==> src/rtl/dcsd_pkg.sv <==
// constants for the dc-motor and stepper drive control block
// assumes 16-bit serial words, address in the top four bits, msb first
package dcsd_pkg;

   // serial word layout
   localparam int WORD_W = 16;            // bits per control word
   localparam int ADDR_MSB = 15;          // top of address field
   localparam int ADDR_LSB = 12;          // bottom of address field
   localparam logic [15:0] REG_RESET = 16'h0000; // all settings off

   // register addresses
   localparam logic [3:0] ADDR_DC5 = 4'h5;  // dc_channel5_control
   localparam logic [3:0] ADDR_DC6 = 4'h6;  // dc_channel6_control
   localparam logic [3:0] ADDR_STEP = 4'h8; // stepper_basic_setup

   // dc channel control fields
   localparam int DC_RUN_BIT = 0;         // 1 drives, 0 stops
   localparam int DC_DIR_BIT = 1;         // 0 a to b, 1 b to a
   localparam int DC_BRAKE_BIT = 2;       // stopped: 0 hi-z, 1 short brake
   localparam int DC_DUTY_LSB = 3;        // duty code low bit
   localparam int DC_DUTY_MSB = 7;        // duty code high bit
   localparam int DC_CHANNELS = 2;        // channels five and six
   localparam int PWM_STEPS = 32;         // serial clocks per pwm period

   // stepper setup fields
   localparam int ST_CUR_LSB = 0;         // peak current code low bit
   localparam int ST_CUR_MSB = 4;         // peak current code high bit
   localparam int ST_DIR_BIT = 5;         // 0 cw, 1 ccw
   localparam int ST_STOP_BIT = 6;        // stop at position mode
   localparam int ST_OE_BIT = 7;          // output enable
   localparam int ST_MODE0_BIT = 8;       // mode select low bit
   localparam int ST_MODE1_BIT = 9;       // mode select high bit
   localparam int ST_CC_BIT = 10;         // constant_current_select

   // peak current reference in millivolts
   localparam logic [9:0] REF_STEP_MV = 10'h014; // 20 mV per code
   localparam logic [9:0] REF_MIN_MV = 10'h064;  // 100 mV floor
   localparam logic [9:0] REF_MAX_MV = 10'h1F4;  // 500 mV ceiling

   // excitation position grid: 64 positions, 16 per quadrant
   localparam logic [3:0] POS_ONE_PHASE = 4'h0; // one coil at full
   localparam logic [3:0] POS_TWO_PHASE = 4'h8; // coils equal
   localparam logic [4:0] QUARTER = 5'h10;      // table index of 90 deg
   localparam logic [5:0] STEP_TWO = 6'h10;     // two-phase stride
   localparam logic [5:0] STEP_HALF = 6'h08;    // 1-2 phase stride
   localparam logic [7:0] FULL_DUTY = 8'hFF;    // 100 percent level

   // driving modes
   typedef enum logic [1:0] {
      MODE_MICRO = 2'b00,                 // micro-step
      MODE_TWO = 2'b01,                   // two-phase excitation
      MODE_HALF = 2'b10                   // 1-2 phase excitation
   } dcsd_mode_e;

endpackage : dcsd_pkg

==> src/rtl/dcsd_drive_ctrl.sv <==
// dc-motor bridge control for two channels and stepper basic setup
// assumes a host shifting 16-bit words on the serial pins and a pulse
// engine outside that supplies step ticks and the pulse count
//
// Operation
// run bit stops or drives dc channel
// stopped output follows brake select bit
// direction bit: 0 a to b, 1 b to a
// brake 0 hi-z, 1 both highs on
// duty is code/32, code zero is full
// pwm period is 32 serial clocks
// host uses stop mode for zero output
// peak reference code times 20 mv, clamped
// cw coil two lags, ccw leads
// stop bit steps until monitor one low
// pulse count kept during stop mode
// host sends nothing while stop holds
// stop at monitor low gives no steps
// output enable low forces stepper hi-z
// position kept while output disabled
// mode bits select micro, two, 1-2
// reset leaves micro-step mode
// idle switch: jump or hold per select
// first pulse jumps to next quadrant
// one-phase spot counts as cw quadrant
// full modes: full duty or equal level
// free counter against duty code
// latch writes only the addressed register
`timescale 1ns/10ps
`default_nettype none

module dcsd_drive_ctrl (
   input wire logic core_clk_i,              // block clock, 40 MHz
   input wire logic resetn_i,                // async reset, active low
   input wire logic serial_clk_i,            // host serial clock pin
   input wire logic serial_data_i,           // host serial data pin
   input wire logic latch_i,                 // chip select, word on rise
   input wire logic step_tick_i,             // one-cycle step request
   input wire logic pulse_load_i,            // one-cycle count load
   input wire logic [15:0] pulse_count_i,    // pulses for next run
   output logic [1:0] dc_out_a_o,            // phase a level, ch5 ch6
   output logic [1:0] dc_out_a_oe_o,         // phase a drive enable
   output logic [1:0] dc_out_b_o,            // phase b level, ch5 ch6
   output logic [1:0] dc_out_b_oe_o,         // phase b drive enable
   output logic [9:0] peak_current_reference_o, // peak reference, mV
   output logic [7:0] coil1_level_o,         // coil one current level
   output logic coil1_rev_o,                 // coil one reversed
   output logic [7:0] coil2_level_o,         // coil two current level
   output logic coil2_rev_o,                 // coil two reversed
   output logic stepper_en_o,                // 0 puts stepper in hi-z
   output logic position_monitor_one_o,      // low at one-phase spot
   output logic position_monitor_two_o,      // low at two-phase spot
   output logic [15:0] pulses_left_o         // remaining pulse count
);

   // quarter-wave current table, 17 points from 0 to 90 degrees
   function automatic logic [7:0] dcsd_sine_f(input logic [4:0] idx);
      logic [7:0] v;
      v = 8'h00;
      case (idx)
         5'h00: v = 8'h00;
         5'h01: v = 8'h19;
         5'h02: v = 8'h32;
         5'h03: v = 8'h4A;
         5'h04: v = 8'h62;
         5'h05: v = 8'h78;
         5'h06: v = 8'h8E;
         5'h07: v = 8'hA2;
         5'h08: v = 8'hB4;
         5'h09: v = 8'hC5;
         5'h0A: v = 8'hD4;
         5'h0B: v = 8'hE1;
         5'h0C: v = 8'hEC;
         5'h0D: v = 8'hF4;
         5'h0E: v = 8'hFA;
         5'h0F: v = 8'hFE;
         default: v = 8'hFF;
      endcase
      return v;
   endfunction : dcsd_sine_f

   // mode decode, used for the held and the incoming word
   function automatic dcsd_pkg::dcsd_mode_e dcsd_mode_f(
      input logic [15:0] w);
      dcsd_pkg::dcsd_mode_e m;
      m = dcsd_pkg::MODE_MICRO;
      if (w[dcsd_pkg::ST_MODE0_BIT] && w[dcsd_pkg::ST_MODE1_BIT]) begin
         m = dcsd_pkg::MODE_HALF;
      end else if (w[dcsd_pkg::ST_MODE0_BIT]) begin
         m = dcsd_pkg::MODE_TWO;
      end
      return m;
   endfunction : dcsd_mode_f

   // pin synchronisers: clock, data, latch
   logic [2:0] pin_meta_q;                   // first stage, read by second
   logic [2:0] pin_sync_q;                   // second stage
   logic [2:0] pin_prev_q;                   // last value for edges

   always_ff @(posedge core_clk_i or negedge resetn_i) begin
      if (!resetn_i) begin
         pin_meta_q <= 3'h0;
         pin_sync_q <= 3'h0;
         pin_prev_q <= 3'h0;
      end else begin
         pin_meta_q <= {latch_i, serial_data_i, serial_clk_i};
         pin_sync_q <= pin_meta_q;
         pin_prev_q <= pin_sync_q;
      end
   end

   wire sclk_rise = pin_sync_q[0] & ~pin_prev_q[0]; // serial clock edge
   wire sdata = pin_sync_q[1];                      // sampled data bit
   wire latch_rise = pin_sync_q[2] & ~pin_prev_q[2]; // word complete

   // shift register, msb first; pwm counter on the same clock edges
   logic [15:0] shift_q;                     // incoming word
   logic [4:0] pwm_cnt_q;                    // free count of serial clocks

   always_ff @(posedge core_clk_i or negedge resetn_i) begin
      if (!resetn_i) begin
         shift_q <= dcsd_pkg::REG_RESET;
         pwm_cnt_q <= 5'h00;
      end else if (sclk_rise) begin
         shift_q <= {shift_q[14:0], sdata};
         pwm_cnt_q <= pwm_cnt_q + 5'h01;     // wraps at 32
      end
   end

   // address decode of the finished word
   wire [3:0] word_addr = shift_q[dcsd_pkg::ADDR_MSB:dcsd_pkg::ADDR_LSB];
   wire wr_dc5 = latch_rise && (word_addr == dcsd_pkg::ADDR_DC5);
   wire wr_dc6 = latch_rise && (word_addr == dcsd_pkg::ADDR_DC6);
   wire wr_step = latch_rise && (word_addr == dcsd_pkg::ADDR_STEP);
   wire [1:0] wr_dc = {wr_dc6, wr_dc5};      // one strobe per channel

   // control registers; other addresses are ignored here
   logic [15:0] dc_ctrl_q [2];               // dc channel five and six
   logic [15:0] step_q;                      // stepper basic setup

   always_ff @(posedge core_clk_i or negedge resetn_i) begin
      if (!resetn_i) begin
         dc_ctrl_q[0] <= dcsd_pkg::REG_RESET;
         dc_ctrl_q[1] <= dcsd_pkg::REG_RESET;
         step_q <= dcsd_pkg::REG_RESET;      // micro-step at reset
      end else begin
         if (wr_dc[0]) dc_ctrl_q[0] <= shift_q; // addressed only
         if (wr_dc[1]) dc_ctrl_q[1] <= shift_q;
         if (wr_step) step_q <= shift_q;
      end
   end

   // dc bridges, one generated copy per channel
   genvar g;
   generate
      for (g = 0; g < dcsd_pkg::DC_CHANNELS; g++) begin : gen_dc
         wire run = dc_ctrl_q[g][dcsd_pkg::DC_RUN_BIT];
         wire rev = dc_ctrl_q[g][dcsd_pkg::DC_DIR_BIT];
         wire brake = dc_ctrl_q[g][dcsd_pkg::DC_BRAKE_BIT];
         wire [4:0] duty =
            dc_ctrl_q[g][dcsd_pkg::DC_DUTY_MSB:dcsd_pkg::DC_DUTY_LSB];
         // code zero means always on, so zero output needs stop
         wire pwm_on = (duty == 5'h00) || (pwm_cnt_q < duty);

         // bridge state; the pwm off phase floats both legs
         always_ff @(posedge core_clk_i or negedge resetn_i) begin
            if (!resetn_i) begin
               dc_out_a_o[g] <= 1'b0;
               dc_out_b_o[g] <= 1'b0;
               dc_out_a_oe_o[g] <= 1'b0;
               dc_out_b_oe_o[g] <= 1'b0;
            end else if (!run) begin         // stop mode
               dc_out_a_o[g] <= brake;       // short brake drives high
               dc_out_b_o[g] <= brake;
               dc_out_a_oe_o[g] <= brake;    // else hi-z
               dc_out_b_oe_o[g] <= brake;
            end else begin                   // start mode
               dc_out_a_o[g] <= ~rev;        // forward pulls a high
               dc_out_b_o[g] <= rev;         // reverse pulls b high
               dc_out_a_oe_o[g] <= pwm_on;
               dc_out_b_oe_o[g] <= pwm_on;
            end
         end
      end
   endgenerate

   // stepper settings
   wire [4:0] cur_code = step_q[dcsd_pkg::ST_CUR_MSB:dcsd_pkg::ST_CUR_LSB];
   wire ccw = step_q[dcsd_pkg::ST_DIR_BIT];
   wire stop_mode = step_q[dcsd_pkg::ST_STOP_BIT];
   wire out_en = step_q[dcsd_pkg::ST_OE_BIT];
   wire cc_sel = step_q[dcsd_pkg::ST_CC_BIT];
   dcsd_pkg::dcsd_mode_e mode_now;           // mode in force
   dcsd_pkg::dcsd_mode_e mode_new;           // mode of the incoming word
   assign mode_now = dcsd_mode_f(step_q);
   assign mode_new = dcsd_mode_f(shift_q);

   // peak reference: code times 20 mV, clamped to 100..500 mV
   wire [9:0] ref_raw = 10'(cur_code * dcsd_pkg::REF_STEP_MV);
   wire [9:0] ref_mv = (ref_raw < dcsd_pkg::REF_MIN_MV) ?
      dcsd_pkg::REF_MIN_MV : (ref_raw > dcsd_pkg::REF_MAX_MV) ?
      dcsd_pkg::REF_MAX_MV : ref_raw;

   // excitation position and pulse count
   logic [5:0] pos_q;                        // 64-step excitation spot
   logic [15:0] pulses_q;                    // pulses still to run
   wire [1:0] quad = pos_q[5:4];             // quadrant of the spot
   wire [3:0] sub = pos_q[3:0];              // spot inside the quadrant
   wire two_aligned = (sub == dcsd_pkg::POS_TWO_PHASE);
   wire half_aligned = two_aligned || (sub == dcsd_pkg::POS_ONE_PHASE);

   // a tick moves only when enabled; stop mode runs until monitor low,
   // ignoring the count, and a monitor already low gives no step
   wire tick_ok = step_tick_i && out_en &&
      (stop_mode ? position_monitor_one_o
                 : (pulses_q != 16'h0000));
   // the count is untouched while stop mode runs the motor
   wire count_down = tick_ok && !stop_mode;

   // leaving micro-step while idle with full duty jumps within quadrant;
   // a one-phase spot belongs to the quadrant in the cw direction
   wire idle_jump = wr_step && (mode_now == dcsd_pkg::MODE_MICRO) &&
      (mode_new != dcsd_pkg::MODE_MICRO) && (pulses_q == 16'h0000) &&
      !shift_q[dcsd_pkg::ST_CC_BIT];

   // an off-grid spot in a full mode jumps to the next quadrant
   wire [1:0] next_quad = ccw ? quad - 2'h1 : quad + 2'h1;
   wire [5:0] quad_jump = {next_quad, dcsd_pkg::POS_TWO_PHASE};
   wire [5:0] stride = (mode_now == dcsd_pkg::MODE_TWO) ?
      dcsd_pkg::STEP_TWO : dcsd_pkg::STEP_HALF;
   wire [5:0] grid_step = ccw ? pos_q - stride : pos_q + stride;
   wire [5:0] micro_step = ccw ? pos_q - 6'h01 : pos_q + 6'h01;
   wire on_grid = (mode_now == dcsd_pkg::MODE_TWO) ? two_aligned :
      half_aligned;

   logic [5:0] pos_d;                        // next excitation spot
   always_comb begin
      pos_d = pos_q;
      if (idle_jump) begin                   // same quadrant, grid spot
         pos_d = {quad, dcsd_pkg::POS_TWO_PHASE};
      end else if (tick_ok) begin
         if (mode_now == dcsd_pkg::MODE_MICRO) begin
            pos_d = micro_step;
         end else if (on_grid) begin
            pos_d = grid_step;
         end else begin
            pos_d = quad_jump;
         end
      end
   end

   // position, count and monitors
   always_ff @(posedge core_clk_i or negedge resetn_i) begin
      if (!resetn_i) begin
         pos_q <= 6'h00;
         pulses_q <= 16'h0000;
         position_monitor_one_o <= 1'b0;     // spot zero is one-phase
         position_monitor_two_o <= 1'b1;
      end else begin
         pos_q <= pos_d;
         if (pulse_load_i) begin
            pulses_q <= pulse_count_i;
         end else if (count_down) begin
            pulses_q <= pulses_q - 16'h0001;
         end
         position_monitor_one_o <= (pos_d[3:0] != dcsd_pkg::POS_ONE_PHASE);
         position_monitor_two_o <= (pos_d[3:0] != dcsd_pkg::POS_TWO_PHASE);
      end
   end

   // coil currents: coil one follows cosine, coil two sine, so coil two
   // lags on cw counting and leads on ccw counting
   wire [1:0] dquad = pos_d[5:4];
   wire [4:0] dsub = {1'b0, pos_d[3:0]};
   wire [4:0] sin_idx = dquad[0] ? dcsd_pkg::QUARTER - dsub : dsub;
   wire [4:0] cos_idx = dquad[0] ? dsub : dcsd_pkg::QUARTER - dsub;
   wire [7:0] sin_mag = dcsd_sine_f(sin_idx);
   wire [7:0] cos_mag = dcsd_sine_f(cos_idx);
   // full modes: 100 percent duty, or the micro equal-phase level
   wire [7:0] full_mag = cc_sel ?
      dcsd_sine_f({1'b0, dcsd_pkg::POS_TWO_PHASE}) :
      dcsd_pkg::FULL_DUTY;
   wire full_mode = (mode_now != dcsd_pkg::MODE_MICRO);

   // registered stepper outputs; enable low floats every coil
   always_ff @(posedge core_clk_i or negedge resetn_i) begin
      if (!resetn_i) begin
         coil1_level_o <= 8'h00;
         coil2_level_o <= 8'h00;
         coil1_rev_o <= 1'b0;
         coil2_rev_o <= 1'b0;
         stepper_en_o <= 1'b0;
         peak_current_reference_o <= dcsd_pkg::REF_MIN_MV;
      end else begin
         stepper_en_o <= out_en;             // overrides all else
         peak_current_reference_o <= ref_mv;
         coil1_rev_o <= dquad[0] ^ dquad[1];
         coil2_rev_o <= dquad[1];
         if (full_mode) begin
            coil1_level_o <= (cos_mag != 8'h00) ? full_mag : 8'h00;
            coil2_level_o <= (sin_mag != 8'h00) ? full_mag : 8'h00;
         end else begin
            coil1_level_o <= cos_mag;
            coil2_level_o <= sin_mag;
         end
      end
   end

   assign pulses_left_o = pulses_q;          // count seen by the engine

endmodule : dcsd_drive_ctrl

`default_nettype wire

==> config.mk <==
export PLATFORM = sky130hd
export DESIGN_NAME = dcsd_drive_ctrl
export DESIGN_NICKNAME = d
export VERILOG_FILES = /design/src/rtl/dcsd_pkg.sv /design/src/rtl/dcsd_drive_ctrl.sv
export SDC_FILE = /design/constraint.sdc
export NUM_CORES = 1
export LEC_CHECK = 0
export ABC_CLOCK_PERIOD_IN_PS = 10140
export BUFFER_PORTS_ARGS = -buffer_cell sky130_fd_sc_hd__buf_2
export CAP_MARGIN = 0
export CELL_PAD_IN_SITES_DETAIL_PLACEMENT = 1
export CELL_PAD_IN_SITES_GLOBAL_PLACEMENT = 1
export CORE_MARGIN = 4
export CORE_UTILIZATION = 37
export CTS_CLUSTER_SIZE = 24
export DETAILED_ROUTE_END_ITERATION = 10
export HOLD_SLACK_MARGIN = 0.05
export PLACE_DENSITY_LB_ADDON = 0.1
export SLEW_MARGIN = 40
export SYNTH_ARGS = -nofsm -noshare
export SYNTH_HDL_FRONTEND = slang
export SYNTH_SLANG_ARGS = --single-unit
==> constraint.sdc <==
create_clock -name core_clk_i -period 10.14 [get_ports core_clk_i]
set_input_delay 0.507 -clock core_clk_i [delete_from_list [all_inputs] [get_ports core_clk_i]]
set_output_delay 0.507 -clock core_clk_i [all_outputs]
set_load 0.01 [all_outputs]
== Word level (Yosys, flattened, before mapping) ==
Memory sizes are Yosys's and may differ from the RTL's.
Cells that the tools add are included.
Word-level totals
  register bits: 116
  bits in read-only memories: 256
  input bits: 23
  word-level logic and storage cells: 115
  memories: 2
Memory list
  (name not given): words 16, width 8, read ports 1, clocked after Yosys merged registers in 0, write ports 0, line dcsd_drive_ctrl.sv:60  | case (idx)
  (name not given): words 16, width 8, read ports 1, clocked after Yosys merged registers in 0, write ports 0, line dcsd_drive_ctrl.sv:60
Cells by class
  $add $sub $neg: 9
  $mul: 1
  magnitude comparators: 4
  eq/ne operators: 6
  mux-type cells: 33
  bitwise gates (word level): 7
  reduce and logical (&&, ||, !) cells: 29
Operator list (count)
  $mux 8: 6
  $mux 6: 6
  $mux 16: 2
  $mux 10: 2
  $logic_not 16->1: 1
  $reduce_bool 16->1: 1
  $reduce_bool 8->1: 2
  $sub 16x1->16 const B: 1
  $mux 5: 3
  $logic_and 1x1->1: 12
  $gt 10x9->1 const B: 1
  $logic_not 5->1: 2
  $lt 10x7->1 const B: 1
  $lt 5x5->1: 2
  $mux 1: 10
  $eq 4x3->1 const B: 2
  $eq 4x4->1 const B: 2
  $mul 5x3->8 const B: 1
  $mux 7: 1
  $add 6x1->6 const B: 1
  $add 6x5->6: 1
  $mux 2: 3
  $reduce_bool 2->1: 3
  $sub 6x1->6 const B: 1
  other kinds (15): 22

== Longest topological paths before layout ==
An unclocked memory read counts as a cell.
  depth in word-level cells: 17
  gate-level depth with buffers: 20

== Worst setup path after synthesis ==
OpenSTA, ideal clock, no wires.
  path type: flip-flop to flip-flop
  start: register pulses_q[0] (netlist: pulses_left_o[0])
  end: register coil1_level_o[1]
  arrival time: 4.680 ns
  path slack: 5.317 ns
  cell stages (with the launch flop): 19
  buffers on the path: 0
  path through: dfrtp_1 -> inv_1 -> ha_1 -> or4b_1 -> nor4_2 -> o21ai_0 -> a21oi_1 -> inv_1 -> ha_1 -> inv_1 -> nor3_1 -> nor2_1 -> ha_1 -> o2111ai_1 -> a2111oi_0 -> a311oi_1 -> o221ai_2 -> a2111oi_4 -> a211oi_1
Between the ends
  longest elaborated chain between the ends: 12
  elaborated cells between the ends (all ways): 15
  classes of those cells: add/sub (1); mux (7); reduce/logical (6); memory (1)
RTL lines
  start: declaration: line dcsd_drive_ctrl.sv:206  | logic [15:0] pulses_q;
  start signal: assignment: line dcsd_drive_ctrl.sv:262  | pulses_q <= pulse_count_i;
  start signal: assignment: line dcsd_drive_ctrl.sv:264  | pulses_q <= pulses_q - 16'h0001;
  $reduce_bool 16->1: line dcsd_drive_ctrl.sv:216  | : (pulses_q != 16'h0000));
  $mux 1: line dcsd_drive_ctrl.sv:215  | (stop_mode ? position_monitor_one_o
  $logic_and 1x1->1: line dcsd_drive_ctrl.sv:214  | wire tick_ok = step_tick_i && out_en &&
  $mux 6: line dcsd_drive_ctrl.sv:241  | end else if (tick_ok) begin
  $mux 6 (*): line dcsd_drive_ctrl.sv:239  | if (idle_jump) begin
  net pos_d[1]: line dcsd_drive_ctrl.sv:236  | logic [5:0] pos_d;
  $sub 5x4->5: line dcsd_drive_ctrl.sv:276  | wire [4:0] cos_idx = dquad[0] ? dsub : dcsd_pkg::QUARTER - dsub;
  $mux 5 (*): line dcsd_drive_ctrl.sv:276
  $mem_v2 16x8
  $mux 8 (*): line dcsd_drive_ctrl.sv:60
  $reduce_bool 8->1: line dcsd_drive_ctrl.sv:300  | coil1_level_o <= (cos_mag != 8'h00) ? full_mag : 8'h00;
  $mux 8: line dcsd_drive_ctrl.sv:300
  $mux 8 (*): line dcsd_drive_ctrl.sv:299  | if (full_mode) begin
  end signal: assignment: line dcsd_drive_ctrl.sv:300
  end signal: assignment: line dcsd_drive_ctrl.sv:303  | coil1_level_o <= cos_mag;
  end: declaration: line dcsd_drive_ctrl.sv:46  | output logic [7:0] coil1_level_o,
The timed path passes the listed nets; every way through them passes the cells marked *.
A chain may end at the register's enable or synchronous reset.

== Worst setup path in the final report ==
Same ends and word-level chain as after synthesis.

==> run metrics <==
postcts setup bufs 0; clk_lat worst skew 0.36 ns; wire length on met3 1180 µm; max_cap viols 0; Post-synth ARST share 100%; most frequent cell after synthesis dfrtp_1; IO buf count 75; Core Area between 0.015 and 0.02 mm²; M1 WL 8540 µm; RR Startpoint pulses_left_o[0]; largest cells by area after synthesis dfrtp_1 (41%), mux2_2 (8.4%), ha_1 (6.3%), o21ai_0 (3.9%), a21oi_1 (3.1%); Fmax 0.171 GHz; First-pass DRT Iterations 4; hold_buf cts 0; Nets 780; r2r setup slk 4.29 ns; number of global-route vias before repair 5,662; Critical path origin pulses_left_o[0]; Final Skew approximately 0.015 ns; starting density of the core between 30% and 40%; Worst-path clk slew 0.07 ns; CP Launch Type register; Vias ~5,400; first-pass GRT wire length 30,500 µm; Synth Instances around 660; Core Rows 48; Seq/Total Area, Yosys 42.6%; total number of H-tree levels 3; CTS tree yes; Worst-Margin Slew 0.876 ns; met2 wire length approximately 8300 µm; RSZ-0062 raised after global routing no; Worst VDD drop 95.6 µV; Num CTS Buffers 9; critical path class reg2reg; GRT Util Overall a little under a fifth; Area growth syn-to-layout 13.0%; Die Ht 141 µm; Fin. Hold Viols 0; cell area after layout 0.00745 mm²; CP required 10.36 ns; # DRC 0; TNS Setup 0 ns; CTS Buffer Depth 2; die area between 0.02 and 0.025 mm²; top cell type by total area after synthesis dfrtp_1; highest metal used met5; detail-routed via count per cell between 5 and 6; Initial DRC Count 359; Die W 141 µm; share of the clock period used by the worst path 57.7%; reg2reg path depth 18; synthesized cell area 0.00659 mm²; I/O pins 78; Antenna Diode Count 0; Routed WL approximately 18,000 µm; initial antenna violation count 1; grt ovf 0; Final ANT Viol Nets 0; Tightest Hold Check Type in2async; worst rel slew slack 41.6%; hpwl dp between 10,000 and 15,000 µm; register bit count reported by yosys 112; cts repair resizes 0; largest net degree at the start of global routing 83; total number of yosys warnings 0; Clk Tree Root Cell clkbuf_16; pwr/cell area 237 mW/mm²; number of synthesized flops with an enable pin 0; clk sink count 112; CP Max Fanout 10; wire length per cell 19.2 µm; arrival time of the worst setup path 6.07 ns; placed cell areas between 0.007 and 0.008 mm²; Netlist cell types 74; CP Capture Type register; # setup viols final 0; Critical Path End coil1_level_o[1]; Synth top cells by count dfrtp_1 (108), o21ai_0 (52), mux2_2 (49), nand2_1 (49), a21oi_1 (41); Avg Inst Size Synth 10.0 µm²; Pleak 3.39 nW; top_reg_cell synth dfrtp_1; FF-to-FF End coil1_level_o[1]; Final GP Congestion 0.925; Tmin final approximately 6 ns; top-area cell type share of the netlist area 41.0%; status complete, no violations; Slew Limit Fails 0; share of cells above drive strength 1 23.1%
critical path, cell delays in order (launching register included):
cell and delay [ns]:
dfrtp_1 0.42, inv_1 0.09, ha_1 0.19, or4b_1 0.51
nor4_2 0.68, o21ai_0 0.19, a21oi_1 0.71, inv_1 0.10
ha_1 0.36, inv_1 0.12, nor3_1 0.42, nor2_1 0.14
ha_1 0.27, o2111ai_1 0.10, a2111oi_0 0.13, a311oi_1 0.41
o221ai_2 0.21, a2111oi_4 0.53, a211oi_1 0.14
sequential cells by signal, summed over array words and instances, names as in the netlist, 8 cells and up:
name	flops
pulses_left_o	16
step_q	11
peak_current_reference_o	8
dc_ctrl_q	16
coil2_level_o	8
shift_q	16
coil1_level_o	8
power breakdown:
part / internal, W / total [W] / switching (W) / leakage [nW]
sequential: 0.000541 / 0.000627 / 0.0000863 / 1.41
clock: 0.000170 / 0.000340 / 0.000171 / 0.136
combinational: 0.000312 / 0.000794 / 0.000482 / 1.85
total: 0.00102 / 0.00176 / 0.000739 / 3.39
cell families after synthesis:
kind of cell	after synthesis	synth area share, %
compound gates	179	18.2
flops	112	42.6
xor+xnor	27	3.59
fa+ha+maj	35	6.87
buf+inv	57	3.66
other cells	1	0.0569
simple gates	193	15.9
mux	54	9.13
final cells by class:
cell class                      count  area [µm²]
Timing Repair Buffer               79         414
Inverter                           29         109
Clock inverter                      6        52.6
Tap cell                          225         282
Clock buffer                        9         225
Multi-Input combinational cell    491        3560
Fill cell                        1984        9910
Sequential cell                   112        2810
placed cells by master, fill, tap and decap left out, types with 8 or more instances in the layout:
master	synthesis	final
xnor2_1	17	16
nor4_1	8	8
a21o_1	8	8
or3_1	10	10
nor2_1	33	32
clkbuf_16	0	9
o211ai_1	11	11
inv_1	27	27
ha_1	33	33
o21ai_0	52	51
nand3_1	16	16
buf_2	7	74
nand2b_1	10	10
nand2_1	49	49
a21oi_1	41	41
mux2_2	49	49
xor2_1	10	10
nor2b_1	8	8
nor3_1	16	16
dfrtp_1	108	108
worst min-delay path by stage:
stage | endpoint | slack (ns) | depth (start not counted)
after floorplan | coil1_level_o[0] | 0.21 | 0
after global placement | pin_sync_q[1] | 0.33 | 0
after detailed placement | pin_sync_q[0] | 0.34 | 0
after CTS | coil2_level_o[4] | 0.08 | 1
after global routing | dc_out_b_o[1] | 0.1 | 1
final | dc_out_b_o[0] | 0.07 | 1
per-layer routing:
| layer | vias up | global-route usage, % |
|---|---|---|
| li1 | 2540 | - |
| met1 | 2683 | 26.2 |
| met2 | 151 | 30.3 |
| met3 | 21 | 4.75 |
| met4 | 2 | 4.24 |
| met5 | - | 0 |
through the flow:
| stage | power, W | cells | util [%] | setup WS [ns] | hold WS (ns) |
|---|---|---|---|---|---|
| after floorplan | 0.00118 | 660 | - | 5.32 | 0.211 |
| after global placement | 0.00140 | 936 | 41.2 | 4.62 | 0.333 |
| after detailed placement | 0.00142 | 936 | 41.2 | 4.41 | 0.342 |
| after CTS | 0.00178 | 951 | 42.8 | 4.35 | 0.0757 |
| after global routing | 0.00190 | 951 | 42.9 | 3.88 | 0.0997 |
| final | 0.00176 | 951 | 42.9 | 4.29 | 0.0742 |
No activity file was read; power rests on OpenSTA's default activity.
